<file path="src/hw/dbg_pkg.sv">
package dbg_pkg;
  // Register byte offsets
  localparam logic [7:0] OFS_STATUS_CONTROL = 8'h00;
  localparam logic [7:0] OFS_BKPT_ADDR      = 8'h04;
  localparam logic [7:0] OFS_COMP_A         = 8'h08;
  localparam logic [7:0] OFS_COMP_B         = 8'h0c;
  localparam logic [7:0] OFS_TRACE_CTRL     = 8'h10;
  localparam logic [7:0] OFS_TRACE_STAT     = 8'h14;
  localparam logic [7:0] OFS_FIFO_HIGH      = 8'h18;
  localparam logic [7:0] OFS_FIFO_LOW       = 8'h1c;
  // debug_status_control fields
  localparam int BIT_BKPT_EN = 0;
  localparam int BIT_FTS     = 1;
  // trace_control_reg fields
  localparam int CTL_ARM      = 0;
  localparam int CTL_BRK      = 1;
  localparam int CTL_TAG      = 2;
  localparam int CTL_COMP_A_RW_QUALIFY_ENABLE    = 3;
  localparam int CTL_RWA      = 4;
  localparam int CTL_RWBEN    = 5;
  localparam int CTL_RWB      = 6;
  localparam int CTL_BEGIN    = 7;
  localparam int CTL_TRGSEL   = 8;
  localparam int CTL_MODE_LSB = 12;
  // trace_status_reg fields
  localparam int STAT_AF      = 0;
  localparam int STAT_BF      = 1;
  localparam int STAT_TRACE_RUNNING_FLAG    = 2;
  localparam int STAT_CNT_LSB = 4;
  // Reset values
  localparam logic [15:0] CTRL_RESET = 16'h0000;
  localparam logic [15:0] ADDR_RESET = 16'h0000;
  // Trace FIFO and pipeline
  localparam logic [3:0] FIFO_DEPTH      = 4'h8;
  localparam logic [1:0] COF_SKIP_CYCLES = 2'h2;
  // Speed probe timing, in debug clock cycles
  localparam int SYNC_REQ_PERIODS  = 128;
  localparam int SLOW_CLK_DIV      = 64;
  localparam int SYNC_DELAY_CYCLES = 16;
  localparam int SYNC_LOW_CYCLES   = 128;
  typedef enum logic [3:0] {
    MODE_A_ONLY, MODE_A_OR_B, MODE_A_THEN_B, MODE_A_AND_DATA, MODE_A_NOT_DATA,
    MODE_EVENT_B, MODE_A_THEN_EVENT_B, MODE_INSIDE, MODE_OUTSIDE
  } trig_mode_type;
  typedef enum logic [2:0] {
    COF_NONE, COF_COND_TAKEN, COF_BRA_BRN, COF_INDIRECT, COF_INT_RET
  } cof_kind_type;
endpackage : dbg_pkg

</file>
<file path="src/hw/background_debug_and_trace.sv">
// Decided for this implementation: the address map and the address-and-strobe port.
`timescale 1ns/1ns
// What this block does
// Host holds the debug pin low 128 slowest periods, then speedup pulse.
// Target waits for high, 16 cycles, drives low 128, pulses high, releases.
// Host times the 128-cycle low pulse to set its bit rate.
// Simple breakpoint compares CPU address with a 16-bit match value.
// Forced mode: any access to that address requests background mode.
// Tagged mode: opcode fetched there is marked for break at queue end.
// Breakpoint enable resets to 0; while 0 no simple breakpoint requests.
// Force-or-tag select: 1 forced, 0 tagged.
// Eight-entry trace FIFO of address or data, trigger filled, link read.
// Two 16-bit comparators with R/W ignore, opcode tracking, range compare.
// Comparators are quiet during every debug-controller bus access.
// A compares address; B compares address or 8-bit data by mode.
// Data compare uses write bus if A R/W enabled and set to write.
// Qualified match breaks, stores data, starts or stops flow tracing.
// Count shows valid words; manual early stop shifts by one place.
// Host reads high then low byte; low read shifts the FIFO.
// Event-only modes store 8-bit data in low half; low read advances.
// Flow change at start trigger or next two cycles not stored.
// Unarmed, each low read pushes the last fetched opcode address.
// Taken conditional branch stores its own address; BRA/BRN nothing.
// Indirect jumps, calls, interrupts and returns store the destination.
// Writing arm 1 sets running flag, clears match flags and count.
module background_debug_and_trace
  import dbg_pkg::*;
#(
  parameter int DETECT_CYCLES = SYNC_REQ_PERIODS * SLOW_CLK_DIV
) (
  input  wire logic         ref_clk,
  input  wire logic         rst_b,
  input  wire logic [7:0]   reg_addr,
  input  wire logic [31:0]  reg_wdata,
  input  wire logic         reg_wr,
  input  wire logic         reg_rd,
  output logic [31:0]       reg_rdata,
  input  wire logic         cpu_valid,
  input  wire logic [15:0]  cpu_addr,
  input  wire logic         cpu_rw,
  input  wire logic [7:0]   cpu_rdata,
  input  wire logic [7:0]   cpu_wdata,
  input  wire logic         cpu_opcode_fetch,
  input  wire logic         bdc_access,
  input  wire logic         exec_valid,
  input  wire logic [15:0]  exec_addr,
  input  dbg_pkg::cof_kind_type cof_kind,
  input  wire logic [15:0]  cof_src_addr,
  input  wire logic [15:0]  cof_dst_addr,
  input  wire logic         debug_wire_pin_in,
  output logic              debug_wire_pin_out,
  output logic              debug_wire_pin_oe,
  output logic              force_break_req,
  output logic              tag_mark
);
  typedef logic [7:0][15:0] fifo_type;
  typedef struct packed {
    logic        bkpt_en;
    logic        force_or_tag_select;
    logic [15:0] bkpt_addr;
    logic [15:0] comp_a;
    logic [15:0] comp_b;
    logic [15:0] ctrl;
    logic        af;
    logic        bf;
    logic        trace_running_flag;
    logic [3:0]  cnt;
    logic        started;
    logic [1:0]  skip;
    logic        a_seen;
    logic [15:0] last_fetch;
    fifo_type    fifo;
    logic [31:0] rdata;
    logic        force_req;
    logic        tag_req;
  } top_state_type;
  top_state_type st_reg, st_next;

  // Oldest word sits at index 7 once eight pushes have gone in
  function automatic fifo_type shift_in(fifo_type f, logic [15:0] w);
    return {f[6:0], w};
  endfunction : shift_in

  function automatic logic [3:0] count_up(logic [3:0] c);
    return (c == FIFO_DEPTH) ? FIFO_DEPTH : c + 4'h1;
  endfunction : count_up

  ////////////////////////////////////////////////////////////////////////////
  trig_mode_type mode;
  logic          event_only, full_mode, begin_type, trig;
  logic          trgsel, cmp_valid, cof_store, bp_hit;
  logic [15:0]   cmp_addr, cof_word;
  logic [7:0]    data_sel;
  logic          a_qual, a_hit, a_lt, b_hit, b_gt;

  assign mode       = trig_mode_type'(st_reg.ctrl[CTL_MODE_LSB +: 4]);
  assign event_only = mode == MODE_EVENT_B || mode == MODE_A_THEN_EVENT_B;
  assign full_mode  = mode == MODE_A_AND_DATA || mode == MODE_A_NOT_DATA;
  assign begin_type = st_reg.ctrl[CTL_BEGIN] || event_only;
  // Opcode tracking: match only on executed opcodes
  assign trgsel     = st_reg.ctrl[CTL_TRGSEL];
  assign cmp_addr   = trgsel ? exec_addr : cpu_addr;
  assign cmp_valid  = trgsel ? exec_valid : cpu_valid;
  // Write bus for write-qualified A
  assign data_sel   = (st_reg.ctrl[CTL_COMP_A_RW_QUALIFY_ENABLE] && !st_reg.ctrl[CTL_RWA]) ? cpu_wdata : cpu_rdata;

  // Comparator A, address only
  trace_comparator u_comp_a (
    .value    (st_reg.comp_a),
    .addr     (cmp_addr),
    .data     (data_sel),
    .use_data (1'b0),
    .valid    (cmp_valid),
    .suppress (bdc_access),
    .rw       (cpu_rw),
    .rw_en    (st_reg.ctrl[CTL_COMP_A_RW_QUALIFY_ENABLE]),
    .rw_val   (st_reg.ctrl[CTL_RWA]),
    .qual     (a_qual),
    .hit      (a_hit),
    .lt       (a_lt),
    .gt       ()
  );
  // Comparator B on data in full modes
  trace_comparator u_comp_b (
    .value    (st_reg.comp_b),
    .addr     (cmp_addr),
    .data     (data_sel),
    .use_data (full_mode),
    .valid    (cmp_valid),
    .suppress (bdc_access),
    .rw       (cpu_rw),
    .rw_en    (st_reg.ctrl[CTL_RWBEN] && !full_mode),
    .rw_val   (st_reg.ctrl[CTL_RWB]),
    .qual     (),
    .hit      (b_hit),
    .lt       (),
    .gt       (b_gt)
  );

  always_comb begin
    case (mode)
      MODE_A_ONLY:         trig = a_hit;
      MODE_A_OR_B:         trig = a_hit || b_hit;
      MODE_A_THEN_B:       trig = st_reg.a_seen && b_hit;
      MODE_A_AND_DATA:     trig = a_hit && b_hit;
      MODE_A_NOT_DATA:     trig = a_hit && !b_hit;
      MODE_EVENT_B:        trig = b_hit;
      MODE_A_THEN_EVENT_B: trig = st_reg.a_seen && b_hit;
      MODE_INSIDE:         trig = a_qual && !a_lt && !b_gt;
      MODE_OUTSIDE:        trig = a_lt || b_gt;
      default:             trig = 1'b0;
    endcase
  end

  // Conditional source; destinations
  assign cof_store = cof_kind == COF_COND_TAKEN || cof_kind == COF_INDIRECT
                     || cof_kind == COF_INT_RET;
  assign cof_word  = (cof_kind == COF_COND_TAKEN) ? cof_src_addr : cof_dst_addr;
  // Simple address match
  assign bp_hit    = st_reg.bkpt_en && cpu_valid && cpu_addr == st_reg.bkpt_addr;

  ////////////////////////////////////////////////////////////////////////////
  always_comb begin
    st_next           = st_reg;
    st_next.rdata     = 32'h0000_0000;
    st_next.force_req = 1'b0;
    st_next.tag_req   = 1'b0;
    if (cpu_valid && cpu_opcode_fetch && !bdc_access) st_next.last_fetch = cpu_addr;
    if (reg_wr) begin
      case (reg_addr)
        OFS_STATUS_CONTROL: begin
          st_next.bkpt_en = reg_wdata[BIT_BKPT_EN];
          st_next.force_or_tag_select     = reg_wdata[BIT_FTS];
        end
        OFS_BKPT_ADDR: st_next.bkpt_addr = reg_wdata[15:0];
        OFS_COMP_A:    st_next.comp_a    = reg_wdata[15:0];
        OFS_COMP_B:    st_next.comp_b    = reg_wdata[15:0];
        OFS_TRACE_CTRL: begin
          st_next.ctrl = reg_wdata[15:0];
          // Arm starts a fresh run
          if (reg_wdata[CTL_ARM]) begin
            st_next.trace_running_flag    = 1'b1;
            st_next.af      = 1'b0;
            st_next.bf      = 1'b0;
            st_next.cnt     = 4'h0;
            st_next.started = 1'b0;
            st_next.a_seen  = 1'b0;
            st_next.skip    = 2'h0;
          end else if (st_reg.trace_running_flag) begin
            // Early stop shifts by one
            st_next.trace_running_flag = 1'b0;
            if (st_reg.cnt != FIFO_DEPTH) st_next.fifo = shift_in(st_reg.fifo, 16'h0000);
          end
        end
        default: ;
      endcase
    end
    if (reg_rd) begin
      case (reg_addr)
        OFS_STATUS_CONTROL: st_next.rdata = {30'h0, st_reg.force_or_tag_select, st_reg.bkpt_en};
        OFS_BKPT_ADDR:      st_next.rdata = {16'h0000, st_reg.bkpt_addr};
        OFS_COMP_A:         st_next.rdata = {16'h0000, st_reg.comp_a};
        OFS_COMP_B:         st_next.rdata = {16'h0000, st_reg.comp_b};
        OFS_TRACE_CTRL:     st_next.rdata = {16'h0000, st_reg.ctrl};
        OFS_TRACE_STAT:
          st_next.rdata = {24'h0, st_reg.cnt, 1'b0, st_reg.trace_running_flag, st_reg.bf, st_reg.af};
        // High byte, no side effect
        OFS_FIFO_HIGH:      st_next.rdata = {24'h0, st_reg.fifo[7][15:8]};
        OFS_FIFO_LOW: begin
          st_next.rdata = {24'h0, st_reg.fifo[7][7:0]};
          // Profiling push when unarmed
          st_next.fifo = shift_in(st_next.fifo, st_reg.trace_running_flag ? 16'h0000 : st_reg.last_fetch);
        end
        default: st_next.rdata = 32'h0000_0000;
      endcase
    end
    // Flags set after the clear so a same-cycle match survives a re-arm made while already running
    if (st_reg.trace_running_flag) begin
      if (a_hit) st_next.af = 1'b1;
      if (b_hit) st_next.bf = 1'b1;
      if (a_hit) st_next.a_seen = 1'b1;
    end
    // Trigger actions while running; a control write in the same cycle wins
    if (st_reg.trace_running_flag && st_next.trace_running_flag && !(reg_wr && reg_addr == OFS_TRACE_CTRL)) begin
      if (event_only) begin
        // Data in low half only
        if (trig) begin
          st_next.fifo = shift_in(st_next.fifo, {8'h00, data_sel});
          st_next.cnt  = count_up(st_reg.cnt);
          if (st_next.cnt == FIFO_DEPTH) st_next.trace_running_flag = 1'b0;
        end
      end else if (begin_type) begin
        if (!st_reg.started) begin
          // Trigger cycle and two more are lost
          if (trig) begin
            st_next.started = 1'b1;
            st_next.skip    = COF_SKIP_CYCLES;
          end
        end else if (st_reg.skip != 2'h0) begin
          if (cpu_valid) st_next.skip = st_reg.skip - 2'h1;
        end else if (cof_store) begin
          st_next.fifo = shift_in(st_next.fifo, cof_word);
          st_next.cnt  = count_up(st_reg.cnt);
          if (st_next.cnt == FIFO_DEPTH) st_next.trace_running_flag = 1'b0;
        end
      end else begin
        // End trace keeps the trigger's own flow change
        if (cof_store) begin
          st_next.fifo = shift_in(st_next.fifo, cof_word);
          st_next.cnt  = count_up(st_reg.cnt);
        end
        if (trig) st_next.trace_running_flag = 1'b0;
      end
      // Full modes drop the data match only for tag requests
      if (st_reg.ctrl[CTL_BRK] && ((full_mode && st_reg.ctrl[CTL_TAG]) ? a_hit : trig)) begin
        if (st_reg.ctrl[CTL_TAG]) st_next.tag_req = 1'b1;
        else st_next.force_req = 1'b1;
      end
    end
    // Enable gates; select kind
    if (bp_hit) begin
      // Forced on any access
      if (st_reg.force_or_tag_select) st_next.force_req = 1'b1;
      // Tag only opcode fetches
      else if (cpu_opcode_fetch) st_next.tag_req = 1'b1;
    end
  end

  always_ff @(posedge ref_clk or negedge rst_b) begin
    if (!rst_b) begin
      st_reg           <= '0;
      st_reg.ctrl      <= CTRL_RESET;
      st_reg.bkpt_addr <= ADDR_RESET;
    end else begin
      st_reg <= st_next;
    end
  end

  assign reg_rdata       = st_reg.rdata;
  assign force_break_req = st_reg.force_req;
  assign tag_mark        = st_reg.tag_req;

  // Speed probe answer on the pin
  sync_probe_responder #(.DETECT_CYCLES(DETECT_CYCLES)) u_sync (
    .ref_clk (ref_clk),
    .rst_b   (rst_b),
    .pin_in  (debug_wire_pin_in),
    .pin_out (debug_wire_pin_out),
    .pin_oe  (debug_wire_pin_oe)
  );
endmodule : background_debug_and_trace

</file>
<file path="src/hw/trace_comparator.sv">
`timescale 1ns/1ns
module trace_comparator (
  input  wire logic [15:0] value,
  input  wire logic [15:0] addr,
  input  wire logic [7:0]  data,
  input  wire logic        use_data,
  input  wire logic        valid,
  input  wire logic        suppress,
  input  wire logic        rw,
  input  wire logic        rw_en,
  input  wire logic        rw_val,
  output logic             qual,
  output logic             hit,
  output logic             lt,
  output logic             gt
);
  always_comb begin
    // Quiet during debug-controller accesses
    qual = valid && !suppress && (!rw_en || rw == rw_val);
    hit  = qual && (use_data ? data == value[7:0] : addr == value);
    lt   = qual && addr < value;
    gt   = qual && addr > value;
  end
endmodule : trace_comparator

</file>
<file path="src/hw/sync_probe_responder.sv">
`timescale 1ns/1ns
module sync_probe_responder
  import dbg_pkg::*;
#(
  parameter int DETECT_CYCLES = SYNC_REQ_PERIODS * SLOW_CLK_DIV
) (
  input  wire logic ref_clk,
  input  wire logic rst_b,
  input  wire logic pin_in,
  output logic      pin_out,
  output logic      pin_oe
);
  typedef enum logic [2:0] {PH_IDLE, PH_WAIT_HIGH, PH_DELAY, PH_LOW, PH_SPEEDUP} phase_type;
  typedef struct packed {
    phase_type   phase;
    logic [13:0] count;
    logic        out;
    logic        oe;
  } sync_state_type;
  sync_state_type st_reg, st_next;

  always_comb begin
    st_next = st_reg;
    st_next.count = st_reg.count + 14'h0001;
    case (st_reg.phase)
      PH_IDLE: begin
        // Long low only counts while we are not driving
        if (pin_in) st_next.count = 14'h0000;
        else if (st_reg.count == 14'(DETECT_CYCLES - 1)) st_next.phase = PH_WAIT_HIGH;
      end
      PH_WAIT_HIGH: begin
        st_next.count = 14'h0000;
        if (pin_in) st_next.phase = PH_DELAY;
      end
      // Delay then low pulse
      PH_DELAY: begin
        if (st_reg.count == 14'(SYNC_DELAY_CYCLES - 1)) begin
          st_next = '{PH_LOW, 14'h0000, 1'b0, 1'b1};
        end
      end
      PH_LOW: begin
        if (st_reg.count == 14'(SYNC_LOW_CYCLES - 1)) st_next.phase = PH_SPEEDUP;
        if (st_reg.count == 14'(SYNC_LOW_CYCLES - 1)) st_next.out = 1'b1;
      end
      PH_SPEEDUP: st_next = '{PH_IDLE, 14'h0000, 1'b0, 1'b0};
      default: st_next = '{PH_IDLE, 14'h0000, 1'b0, 1'b0};
    endcase
  end

  always_ff @(posedge ref_clk or negedge rst_b) begin
    if (!rst_b) st_reg <= '{PH_IDLE, 14'h0000, 1'b0, 1'b0};
    else st_reg <= st_next;
  end
  assign pin_out = st_reg.out;
  assign pin_oe  = st_reg.oe;
endmodule : sync_probe_responder

</file>
<file path="config.mk">
export PLATFORM = sky130hd
export DESIGN_NAME = background_debug_and_trace
export DESIGN_NICKNAME = d
export VERILOG_FILES = /design/src/hw/dbg_pkg.sv /design/src/hw/background_debug_and_trace.sv /design/src/hw/trace_comparator.sv /design/src/hw/sync_probe_responder.sv
export SDC_FILE = /design/constraint.sdc
export NUM_CORES = 1
export LEC_CHECK = 0
export ABC_AREA = 1
export BUFFER_PORTS_ARGS = -buffer_cell sky130_fd_sc_hd__buf_2
export CORE_ASPECT_RATIO = 1.4
export CORE_MARGIN = 5
export CORE_UTILIZATION = 37
export CTS_CLUSTER_SIZE = 8
export DETAILED_ROUTE_END_ITERATION = 10
export GPL_TIMING_DRIVEN = 0
export SYNTH_ARGS = -nofsm -noshare
export SYNTH_HDL_FRONTEND = slang
export SYNTH_HIERARCHICAL = 1
export SYNTH_SLANG_ARGS = --single-unit
export TNS_END_PERCENT = 10
</file>
<file path="constraint.sdc">
create_clock -name ref_clk -period 4.32 [get_ports ref_clk]
set_clock_uncertainty 0.2 [all_clocks]
set_input_delay 0.648 -clock ref_clk [delete_from_list [all_inputs] [get_ports ref_clk]]
set_output_delay 0.648 -clock ref_clk [all_outputs]
set_load 0.005 [all_outputs]
</file>
# --- Yosys cells after proc, flatten, opt, wreduce, memory -nomap -nowiden ---
# Cells that the tools add are included.
op_classes:
  addsub: 3
  n_lt_le_gt_ge: 2
  n_eq_ne: 38
  muxes: 70
  n_bitwise: 2
  reduce_logical: 56
ops:
  columns: ["op", "n"]
  rows:
  - ["$mux 128", 13]
  - ["$mux 160", 1]
  - ["$pmux 16 s8", 1]
  - ["$eq 16x16->1", 3]
  - ["$mux 16", 3]
  - ["$pmux 14 s3", 1]
  - ["$eq 8x5->1 const B", 4]
  - ["$mux 5", 6]
  - ["$mux 8", 3]
  - ["$logic_and 1x1->1", 23]
  - ["$mux 11", 2]
  - ["$mux 3", 7]
  - ["$mux 19", 1]
  - ["$mux 1", 17]
  - ["$eq 4x3->1 const B", 4]
  - ["$eq 8x4->1 const B", 2]
  - ["$gt 16x16->1", 1]
  - ["$lt 16x16->1", 1]
  - ["$mux 2", 8]
  - ["$add 14x1->14 const B", 1]
  - ["$eq 14x13->1 const B", 1]
  - ["$eq 14x4->1 const B", 1]
  - ["$eq 14x7->1 const B", 1]
  - ["$mux 14", 1]
  - ["other kinds (31)", 65]
totals:
  regBits: 274
  elab_cells: 200

# --- Logic depth before layout (Yosys ltp) ---
# Gate-level depths: netlist of the first run.
depth:
  depth_word: 18
  depth_mapped: 26
  depth_no_buf: 22

# --- Hierarchy ---
# Netlist of the first run, hierarchy kept.
modules_own_cells:
  columns: ["mod", "n_inst", "cells_each", "area_per_inst_um2", "seq_area_each_um2"]
  rows:
  - ["background_debug_and_trace", 1, 2180, 14717.9, 5980.7]
  - ["trace_comparator", 2, 117, 681.9, 0.0]
  - ["sync_probe_responder", 1, 143, 1063.5, 475.5]

# --- Worst setup path before layout of the first run ---
# Ideal clock, no wire load.
synth_timing:
  path_type: "register -> register"
  start: "register st_reg[197] in the netlist's numbering"
  end: "register st_reg[121] in the netlist's numbering"
  setup_ps: 116
  arrival_ps: 2902
  required_ps: 4004
  setup_slack_ps: 1101
  path_stages_with_launch: 22
  path_buffers: 4
  synth_period_minus_slack_ps: 3219
  path_cell_list: "dfrtp_1 > clkbuf_1 > clkbuf_1 > o21ai_0 > ha_1 > nand2_2 > nor2_4 > nand2_2 > nor2_4 > nand3_1 > a21oi_1 > nor2_1 > nand3_1 > nand3_1 > nor2_2 > nand2_2 > nand2_2 > nand2_4 > buf_6 > buf_6 > nand2_1 > nand2_1"
synth_rtl:
  columns: ["item", "line", "source"]
  rows:
  - ["from (decl)", "background_debug_and_trace.sv:77", "top_state_type st_reg, st_next;"]
  - ["from (signal assigned)", "background_debug_and_trace.sv:275", "st_reg <= st_next;"]

==> results.json, run 1 <==
{
  "clkLatencyLatePin_ns": 0.55,
  "drv.max_cap_violation_count": 0,
  "placement_rows": 93,
  "sinks_on_the_clock_net": 258,
  "power_leakage_nw": 10.5,
  "grt_overflow": 0,
  "setup_crit_start": "st_reg[197]$_DFFE_PN0P_",
  "hold_violations": 0,
  "setup.worst_path.end": "st_reg[151]$_DFF_PN0_",
  "fmax_mhz": 244,
  "syn2layout_area_growth_pct": 15.4,
  "final_routed_wire_length_divided_by_cell_count_um": 18.9,
  "cts_tree": "built",
  "route.detailed.drc": 0,
  "post-dp-hpwl_um": 49900,
  "placed_cells": 3323,
  "critical_path_arrival_ns": 4.36,
  "floorplan.initialDensity": 0.372,
  "synth.yosys.warnings": 6,
  "setup_viol": 0,
  "cts_buffer_depth": 3,
  "die_h_um": 265,
  "h-tree-depth": 2,
  "placement.io_buffers": 136,
  "vias_in_the_first_global_route": 17700,
  "slew_headroom": 0.483,
  "avgSynthCellArea_um2": 6.71,
  "layout.cells.most_common": "nand2_1",
  "n_antenna_cell": 0,
  "worst_r2r_path_depth": 20,
  "worst_hold_margin_ns": 0.184,
  "finalNetCount": 2915,
  "worst_r2r_endpoint": "st_reg[151]$_DFF_PN0_",
  "status": "finished, final reports clean",
  "rsz_0062_raised_after_global_routing": "false",
  "die_width_um": 192,
  "maxSlewViolCount": 0,
  "drive_above_1_share": 0.131,
  "largest_register_ff_count": 217,
  "first_drt_iteration_drcs": 1337,
  "layout.cells.non_filler": 3366,
  "r2r-start": "st_reg[197]$_DFFE_PN0P_",
  "globalRouteTotalUtil": 0.246,
  "cts.reportedPaths.clkPinSlew_ns": 0.05,
  "antenna_violations_before_repair": 0,
  "wl_um": 63700,
  "vias": 17600,
  "grt_first_pass_wirelength_um": 97800,
  "gpl.final_weighted_congestion": 0.958,
  "final_antenna_violating_net_count": 0,
  "holdCritPathClass": "input pin to flip-flop",
  "clock-root-buffer": "clkbuf_16",
  "cp-start-kind": "flip-flop",
  "number_of_iterations_in_the_first_detailed_routing_pass": 6,
  "rrSetupSlack_ns": 0.21,
  "final_cell_mix": "nand2_1 (964), nand3_1 (312), inv_1 (310), dfrtp_1 (257), buf_2 (190)",
  "setup.worst_path.end_class": "flip-flop",
  "maximum_number_of_pins_on_one_net_before_global_route_repair": 120,
  "path_max_fanout": 10,
  "syn-instance-count": 2552,
  "design.core.area_um2": 46000,
  "max-vdd-ir-drop_v": 0.000282,
  "io_pins": 169,
  "cell_area_after_synthesis_um2": 17100,
  "cts_made_buffers": 38,
  "finalCritPeriodShare": 0.950,
  "worst-endpoint-required_ns": 4.57,
  "vias_per_inst": 5.22,
  "dieArea_um2": 50700,
  "setup_cp_type": "flip-flop to flip-flop",
  "tightest_slew_ns": 0.775,
  "power_density_nw_per_um2": 404,
  "period_minus_slack_ns": 4.11
}
## metrics by stage
stage	total power [mW]	TNS, ns	cell area, um2	utilization	setup slack, ns
after floorplan	4.61	0	17200	-	1.10
after global placement	5.21	-701.66	18600	0.405	-2.63
after detailed placement	5.25	-49.72	18700	0.407	-0.451
after CTS	8.00	0	19700	0.430	0.0719
after global routing	8.46	0	19800	0.430	0.00816
final	7.97	0	19800	0.430	0.214
## per-layer routing
layer | global-route usage | vias to the layer above | wire length (um)
met2 | 0.444 | 698 | 32400
met3 | 0.0325 | 207 | 3500
met1 | 0.274 | 8153 | 23600
li1 | - | 8496 | -
met5 | 0 | - | 0
met4 | 0.144 | 0 | 4310
## how the worst min path moves through the flow
stage / start / end / slack, ns / cells after the start
3_5_place_dp: u_sync/st_reg[2]$_DFF_PN0_ / u_sync/st_reg[2]$_DFF_PN0_ / 0.26 / 1
3_3_place_gp: u_sync/st_reg[2]$_DFF_PN0_ / u_sync/st_reg[2]$_DFF_PN0_ / 0.25 / 1
2_1_floorplan: rst_b / force_break_req$_DFF_PN0_ / 0.15 / 0
6_report: cof_src_addr[8] / st_reg[42]$_DFF_PN0_ / 0.18 / 3
5_1_grt: cof_src_addr[8] / st_reg[42]$_DFF_PN0_ / 0.19 / 3
4_1_cts: cof_src_addr[8] / st_reg[42]$_DFF_PN0_ / 0.17 / 3
## worst max-delay path, cell delays in order, from the launching register on
cell	delay (ns)
dfrtp_2	0.49
clkbuf_2	0.27
nand2_1	0.10
o21ai_0	0.15
ha_1	0.35
nand2_2	0.08
nor2_4	0.19
nand2_2	0.08
nor2_4	0.12
nand3_1	0.14
a21oi_4	0.27
nor2_1	0.08
nand3_1	0.08
nand3_1	0.08
nor2_2	0.24
nand3_1	0.21
nand2_2	0.21
buf_4	0.24
buf_2	0.27
nand2_1	0.07
nand2_1	0.09
## report_power, final
part	internal, mW	leakage, nW	switching, mW
combinational	0.705	6.88	1.43
sequential	2.92	3.13	0.198
clock	1.63	0.506	1.09
total	5.26	10.5	2.72
## cell type report
type	instances	area, um2
clock inverters	4	63.8
flip-flops and latches	258	6460
clock buffers	39	965
well taps	617	772
multi-input cells	1818	8650
repair buffers	139	756
plain buffers	168	881
fillers	4870	26200
inverters	323	1210
## timing repair
| item | CTS | global route |
|---|---|---|
| buffers inserted | 0 | 0 |
| resized for setup | 5 | 6 |
| hold buffers | 1 | 0 |
| gates cloned | 0 | 0 |
| endpoints found under the hold margin | 29 | 0 |
| endpoints found under the setup margin | 132 | 118 |
(Power assumes the default switching activity.)
==> inputs of run 2 (changes only) <==
--- a/config.mk
+++ b/config.mk
@@ -13,6 +13,7 @@
 export CTS_CLUSTER_SIZE = 8
 export DETAILED_ROUTE_END_ITERATION = 10
 export GPL_TIMING_DRIVEN = 0
+export RECOVER_POWER = 100
 export SYNTH_ARGS = -nofsm -noshare
 export SYNTH_HDL_FRONTEND = slang
 export SYNTH_HIERARCHICAL = 1
==> constraint.sdc (replaced) <==
create_clock -name ref_clk -period 4.32 [get_ports ref_clk]
set_clock_uncertainty 0.2 [all_clocks]
set_input_delay 0.648 -clock ref_clk [delete_from_list [all_inputs] [get_ports ref_clk]]
set_output_delay 0.648 -clock ref_clk [all_outputs]
set_load 0.01 [all_outputs]
==> results.json, run 2 (synthesis gave the netlist of run 1 again) <==
{
  "status": "complete, but fails checks",
  "violations": "capacitance limit, slew limit",
  "wl_um": 63700,
  "clock-root-buffer": "clkbuf_16",
  "drv.max_cap_violation_count": 1,
  "setup_viol": 0,
  "crit_buf_inv": 3,
  "setup_cp_type": "flip-flop to flip-flop",
  "utilization": 0.428,
  "critical_path_arrival_ns": 4.36,
  "cp-start-kind": "flip-flop",
  "hold_violations": 0,
  "io_pins": 169,
  "placed_cells": 3323,
  "layout.cells.non_filler": 3366,
  "setup_slack_ns": 0.217,
  "final_antenna_violating_net_count": 0,
  "route.detailed.drc": 0,
  "final_cell_mix": "nand2_1 (968), nand3_1 (314), inv_1 (311), dfrtp_1 (257), buf_2 (160)",
  "power_density_nw_per_um2": 405,
  "post-dp-hpwl_um": 49900,
  "drive_above_1_share": 0.117,
  "cts_buffer_depth": 3,
  "cts_made_buffers": 38,
  "crit_path_max_incr_delay_ns": 0.49,
  "n_antenna_cell": 0,
  "syn2layout_area_growth_pct": 14.9,
  "path_max_fanout": 10,
  "die_width_um": 192,
  "clkLatencyLatePin_ns": 0.55,
  "dieArea_um2": 50700,
  "sinks_on_the_clock_net": 258,
  "vias_in_the_first_global_route": 17700,
  "slowest_stage": "dfrtp_2",
  "period_minus_slack_ns": 4.10,
  "vias": 17500,
  "finalNetCount": 2915,
  "gpl.final_weighted_congestion": 0.958,
  "dp_slack_ns": -0.451,
  "fin_tns_setup_ns": 0,
  "holdCritPathClass": "input pin to flip-flop",
  "final_routed_wire_length_divided_by_cell_count_um": 18.9,
  "slew_headroom": -0.228,
  "antenna_violations_before_repair": 0,
  "die_h_um": 265,
  "fmax_mhz": 244,
  "number_of_iterations_in_the_first_detailed_routing_pass": 6,
  "path_cells": "clkbuf_2 > nand2_1 > o21ai_0 > ha_1 > nand2_2 > nor2_4 > nand2_2 > nor2_4 > nand3_1 > a21oi_4 > nor2_1 > nand3_1 > nand3_1 > nor2_2 > nand3_1 > nand2_2 > buf_4 > buf_2 > nand2_1 > nand2_1",
  "maxSlewViolCount": 30,
  "grt_first_pass_wirelength_um": 97800,
  "crit_family": "simple AND/OR/NAND/NOR gates",
  "floorplan.initialDensity": 0.372,
  "power_mw": 7.97,
  "worst_hold_margin_ns": 0.181,
  "tightest_slew_ns": 1.84,
  "post_cts.repair.setup_buffers": 0,
  "vias_per_inst": 5.20,
  "layout.cells.most_common": "nand2_1",
  "cts.reportedPaths.clkPinSlew_ns": 0.05,
  "h-tree-depth": 2,
  "placed_area_um2": 18700,
  "globalRouteTotalUtil": 0.246,
  "design.core.area_um2": 46000,
  "largest_register_ff_count": 217,
  "maximum_number_of_pins_on_one_net_before_global_route_repair": 120,
  "power_leakage_nw": 10.4,
  "placement.io_buffers": 136,
  "first_drt_iteration_drcs": 1386,
  "setup.worst_path.end_class": "flip-flop",
  "finalCritPeriodShare": 0.950,
  "final_cell_area_um2": 19700,
  "grt_overflow": 0,
  "worst-endpoint-required_ns": 4.58,
  "rsz_0062_raised_after_global_routing": "false",
  "cts_tree": "built",
  "placement_rows": 93,
  "path_common_cell": "nand3_1",
  "max-vdd-ir-drop_v": 0.000282
}
==> run 2: cell count changes in the layout (fill, tap and decap cells not counted), sizes merged <==
cell and delta:
buf -34, clkbuf +34
==> run 2: cell type report <==
type | count | area (um2)
buffer | 168 | 867
clock inverter | 4 | 63.8
inverter | 323 | 1210
multi-input combinational | 1818 | 8610
sequential | 258 | 6460
fill | 4885 | 26300
tap | 617 | 772
clock buffer | 39 | 965
timing repair buffer | 139 | 717
==> run 2: report_power, final <==
group	total [mW]	switching (mW)	internal (mW)	leakage, nW
clock network	2.71	1.08	1.63	0.506
registers	3.12	0.198	2.92	3.13
logic	2.14	1.43	0.704	6.73
total	7.97	2.72	5.25	10.4
==> run 2: worst min-delay path: cells and delay by family <==
family | cells | cell delay (ns)
compound gates | 1 | 0.09
buf+inv | 1 | 0.08
simple gates | 1 | 0.06
==> run 2: worst paths after layout <==
kind                                                  from                          to  slack [ns]  depth (start not counted)
worst min-delay path                       cof_src_addr[8]        st_reg[42]$_DFF_PN0_        0.18                          3
worst max-delay path               st_reg[197]$_DFFE_PN0P_       st_reg[100]$_DFF_PN0_        0.22                         20
worst max register to register     st_reg[197]$_DFFE_PN0P_       st_reg[100]$_DFF_PN0_        0.22                         20
worst min register to register  u_sync/st_reg[2]$_DFF_PN0_  u_sync/st_reg[2]$_DFF_PN0_        0.27                          1
min in group asynchronous                            rst_b       st_reg[106]$_DFF_PN0_        0.97                          2
max in group asynchronous                            rst_b      reg_rdata[3]$_DFF_PN0_        1.01                          4
==> run 2: per-layer routing <==
layer	vias to the layer above	GRT usage	part of all wire
met2	689	0.444	0.51
met1	8097	0.274	0.37
met5	-	0	0
met4	0	0.144	0.070
li1	8483	-	-
met3	222	0.0325	0.052
==> run 2: timing repair <==
action,4_1_cts,5_1_grt
gates resized for setup,5,6
hold buffers,1,0
endpoints found under the setup margin,132,118
gates cloned,0,0
hold endpoints to repair,29,0
==> inputs of run 3 (changes only) <==
--- a/config.mk
+++ b/config.mk
@@ -9,10 +9,11 @@
 export BUFFER_PORTS_ARGS = -buffer_cell sky130_fd_sc_hd__buf_2
 export CORE_ASPECT_RATIO = 1.4
 export CORE_MARGIN = 5
-export CORE_UTILIZATION = 37
+export CORE_UTILIZATION = 61
 export CTS_CLUSTER_SIZE = 8
 export DETAILED_ROUTE_END_ITERATION = 10
 export GPL_TIMING_DRIVEN = 0
+export PLACE_DENSITY = 0.82
 export RECOVER_POWER = 100
 export SYNTH_ARGS = -nofsm -noshare
 export SYNTH_HDL_FRONTEND = slang
==> results.json, run 3 (synthesis gave the netlist of run 1 again) <==
{
  "cts_buffer_depth": 3,
  "max-vdd-ir-drop_v": 0.000383,
  "path_common_cell": "nand2_1",
  "die_h_um": 208,
  "cp-start-kind": "flip-flop",
  "fmax_mhz": 246,
  "fillerInstances": 2466,
  "hold_violations": 0,
  "setup.worst_path.end_class": "flip-flop",
  "slew_headroom": -0.159,
  "dieArea_um2": 31600,
  "setup_slack_ns": 0.258,
  "drv.max_cap_violation_count": 2,
  "vias_in_the_first_global_route": 18000,
  "final_antenna_violating_net_count": 0,
  "grt_overflow": 0,
  "maxSlewViolCount": 238,
  "largest_register_ff_count": 217,
  "worst-endpoint-required_ns": 4.54,
  "path_cells": "clkbuf_2 > o21ai_0 > ha_1 > nand2_2 > nor2_4 > nand2_2 > nor2_4 > nand2_1 > nand2_2 > nor2_2 > nor2_2 > inv_1 > nand2_1 > nor2_1 > nand2_1 > nand3_1 > nor2_2 > nand2_4 > nand2_2 > nand2_4 > buf_6 > buf_6 > nand2_1 > nand2_1",
  "tightest_slew_ns": 1.74,
  "clkLatencyLatePin_ns": 0.55,
  "path_max_fanout": 10,
  "gpl.final_weighted_congestion": 1.05,
  "layout.cells.non_filler": 3122,
  "post-dp-hpwl_um": 46400,
  "placement.io_buffers": 136,
  "finalNetCount": 2915,
  "crit_path_max_incr_delay_ns": 0.47,
  "design.core.area_um2": 27700,
  "clock-root-buffer": "clkbuf_16",
  "dp_slack_ns": -0.107,
  "grt_first_pass_wirelength_um": 95900,
  "globalRouteTotalUtil": 0.392,
  "maximum_number_of_pins_on_one_net_before_global_route_repair": 120,
  "slowest_stage": "dfrtp_2",
  "placed_cells": 3076,
  "die_width_um": 152,
  "period_minus_slack_ns": 4.06,
  "setup_viol": 0,
  "cts.reportedPaths.clkPinSlew_ns": 0.05,
  "post_cts.repair.setup_buffers": 0,
  "finalCritPeriodShare": 0.940,
  "final_cell_mix": "nand2_1 (967), nand3_1 (313), inv_1 (311), dfrtp_1 (257), buf_2 (164)",
  "placement_rows": 72,
  "first_drt_iteration_drcs": 1637,
  "syn2layout_area_growth_pct": 12.7,
  "io_pins": 169,
  "cts_made_buffers": 38,
  "worst_hold_margin_ns": 0.185,
  "antenna_violations_before_repair": 1,
  "sinks_on_the_clock_net": 258,
  "status": "complete, but fails checks",
  "vias_per_inst": 5.78,
  "cts_tree": "built",
  "final_routed_wire_length_divided_by_cell_count_um": 19.8,
  "holdCritPathClass": "input pin to flip-flop",
  "power_leakage_nw": 10.3,
  "drive_above_1_share": 0.116,
  "violations": "capacitance limit, slew limit",
  "route.detailed.drc": 0,
  "rsz_0062_raised_after_global_routing": "false",
  "number_of_iterations_in_the_first_detailed_routing_pass": 9,
  "vias": 18000,
  "critical_path_arrival_ns": 4.28,
  "h-tree-depth": 2,
  "power_density_nw_per_um2": 413,
  "layout.cells.most_common": "nand2_1",
  "wl_um": 61700,
  "floorplan.initialDensity": 0.619,
  "setup_cp_type": "flip-flop to flip-flop"
}
==> run 3: changes by cell type in the layout (fill, tap and decap cells not counted), moves of 2 or more <==
cell,previous run,this run
clkbuf_1,82,86
buf_16,2,0
clkbuf_2,7,3
buf_2,160,164
==> run 3: area by class of cell <==
type	instances	area [um2]	area share
repair buffers	139	677	0.0351
clock buffers	41	962	0.0499
inverters	323	1210	0.0629
plain buffers	168	863	0.0448
flip-flops and latches	258	6460	0.335
clock inverters	4	38.8	0.00201
diodes	1	2.50	0.000130
multi-input cells	1818	8610	0.446
well taps	370	463	0.0240
==> run 3: repair_timing <==
| item | in CTS | in global routing |
|---|---|---|
| endpoints found under the setup margin | 27 | 120 |
| hold buffers | 1 | 0 |
| gates resized for setup | 3 | 3 |
| pin swaps | 0 | 0 |
| hold endpoints to repair | 22 | 0 |
==> run 3: stage by stage <==
stage	util	setup TNS (ns)	cell area, um2	power, mW
2_1_floorplan	-	0	17200	4.62
3_3_place_gp	0.663	-593.42	18300	5.15
3_5_place_dp	0.665	-0.345	18400	5.22
4_1_cts	0.702	0	19400	7.88
5_1_grt	0.697	0	19300	8.37
6_report	0.697	0	19300	7.96
==> run 3: path summary, 6_finish.rpt <==
kind / slack, ns / depth (start not counted) / end / start
max in group asynchronous: 0.71 / 3 / st_reg[197]$_DFFE_PN0P_ / rst_b
min reg2reg: 0.27 / 1 / u_sync/st_reg[2]$_DFF_PN0_ / u_sync/st_reg[2]$_DFF_PN0_
min: 0.18 / 3 / st_reg[42]$_DFF_PN0_ / cof_src_addr[8]
max: 0.26 / 24 / st_reg[123]$_DFF_PN0_ / st_reg[197]$_DFFE_PN0P_
min in group asynchronous: 0.71 / 2 / st_reg[107]$_DFF_PN0_ / rst_b
max reg2reg: 0.26 / 24 / st_reg[123]$_DFF_PN0_ / st_reg[197]$_DFFE_PN0P_
==> run 3: critical path, delay by kind of cell, from the launching register on <==
| kind | cells | cell delay [ns] |
|---|---|---|
| AO/OA/AOI/OAI | 1 | 0.21 |
| AND/OR/NAND/NOR | 18 | 2.01 |
| flip-flops | 1 | 0.47 |
| adder cells (fa/ha/maj) | 1 | 0.38 |
| buffers and inverters | 4 | 0.64 |
==> run 3: power breakdown <==
part / internal, mW / switching [mW]
logic: 0.700 / 1.46
registers: 2.92 / 0.207
clock network: 1.56 / 1.11
total: 5.18 / 2.77
==> run 3: per-layer routing <==
| layer | part of all wire | global-route usage | routed length (um) | vias to the layer above |
|---|---|---|---|---|
| li1 | - | - | - | 8476 |
| met1 | 0.34 | 0.431 | 20800 | 8219 |
| met2 | 0.48 | 0.646 | 29500 | 1026 |
| met3 | 0.081 | 0.0723 | 4990 | 310 |
| met4 | 0.10 | 0.324 | 6290 | 2 |
| met5 | 0.00018 | 0 | 11 | - |
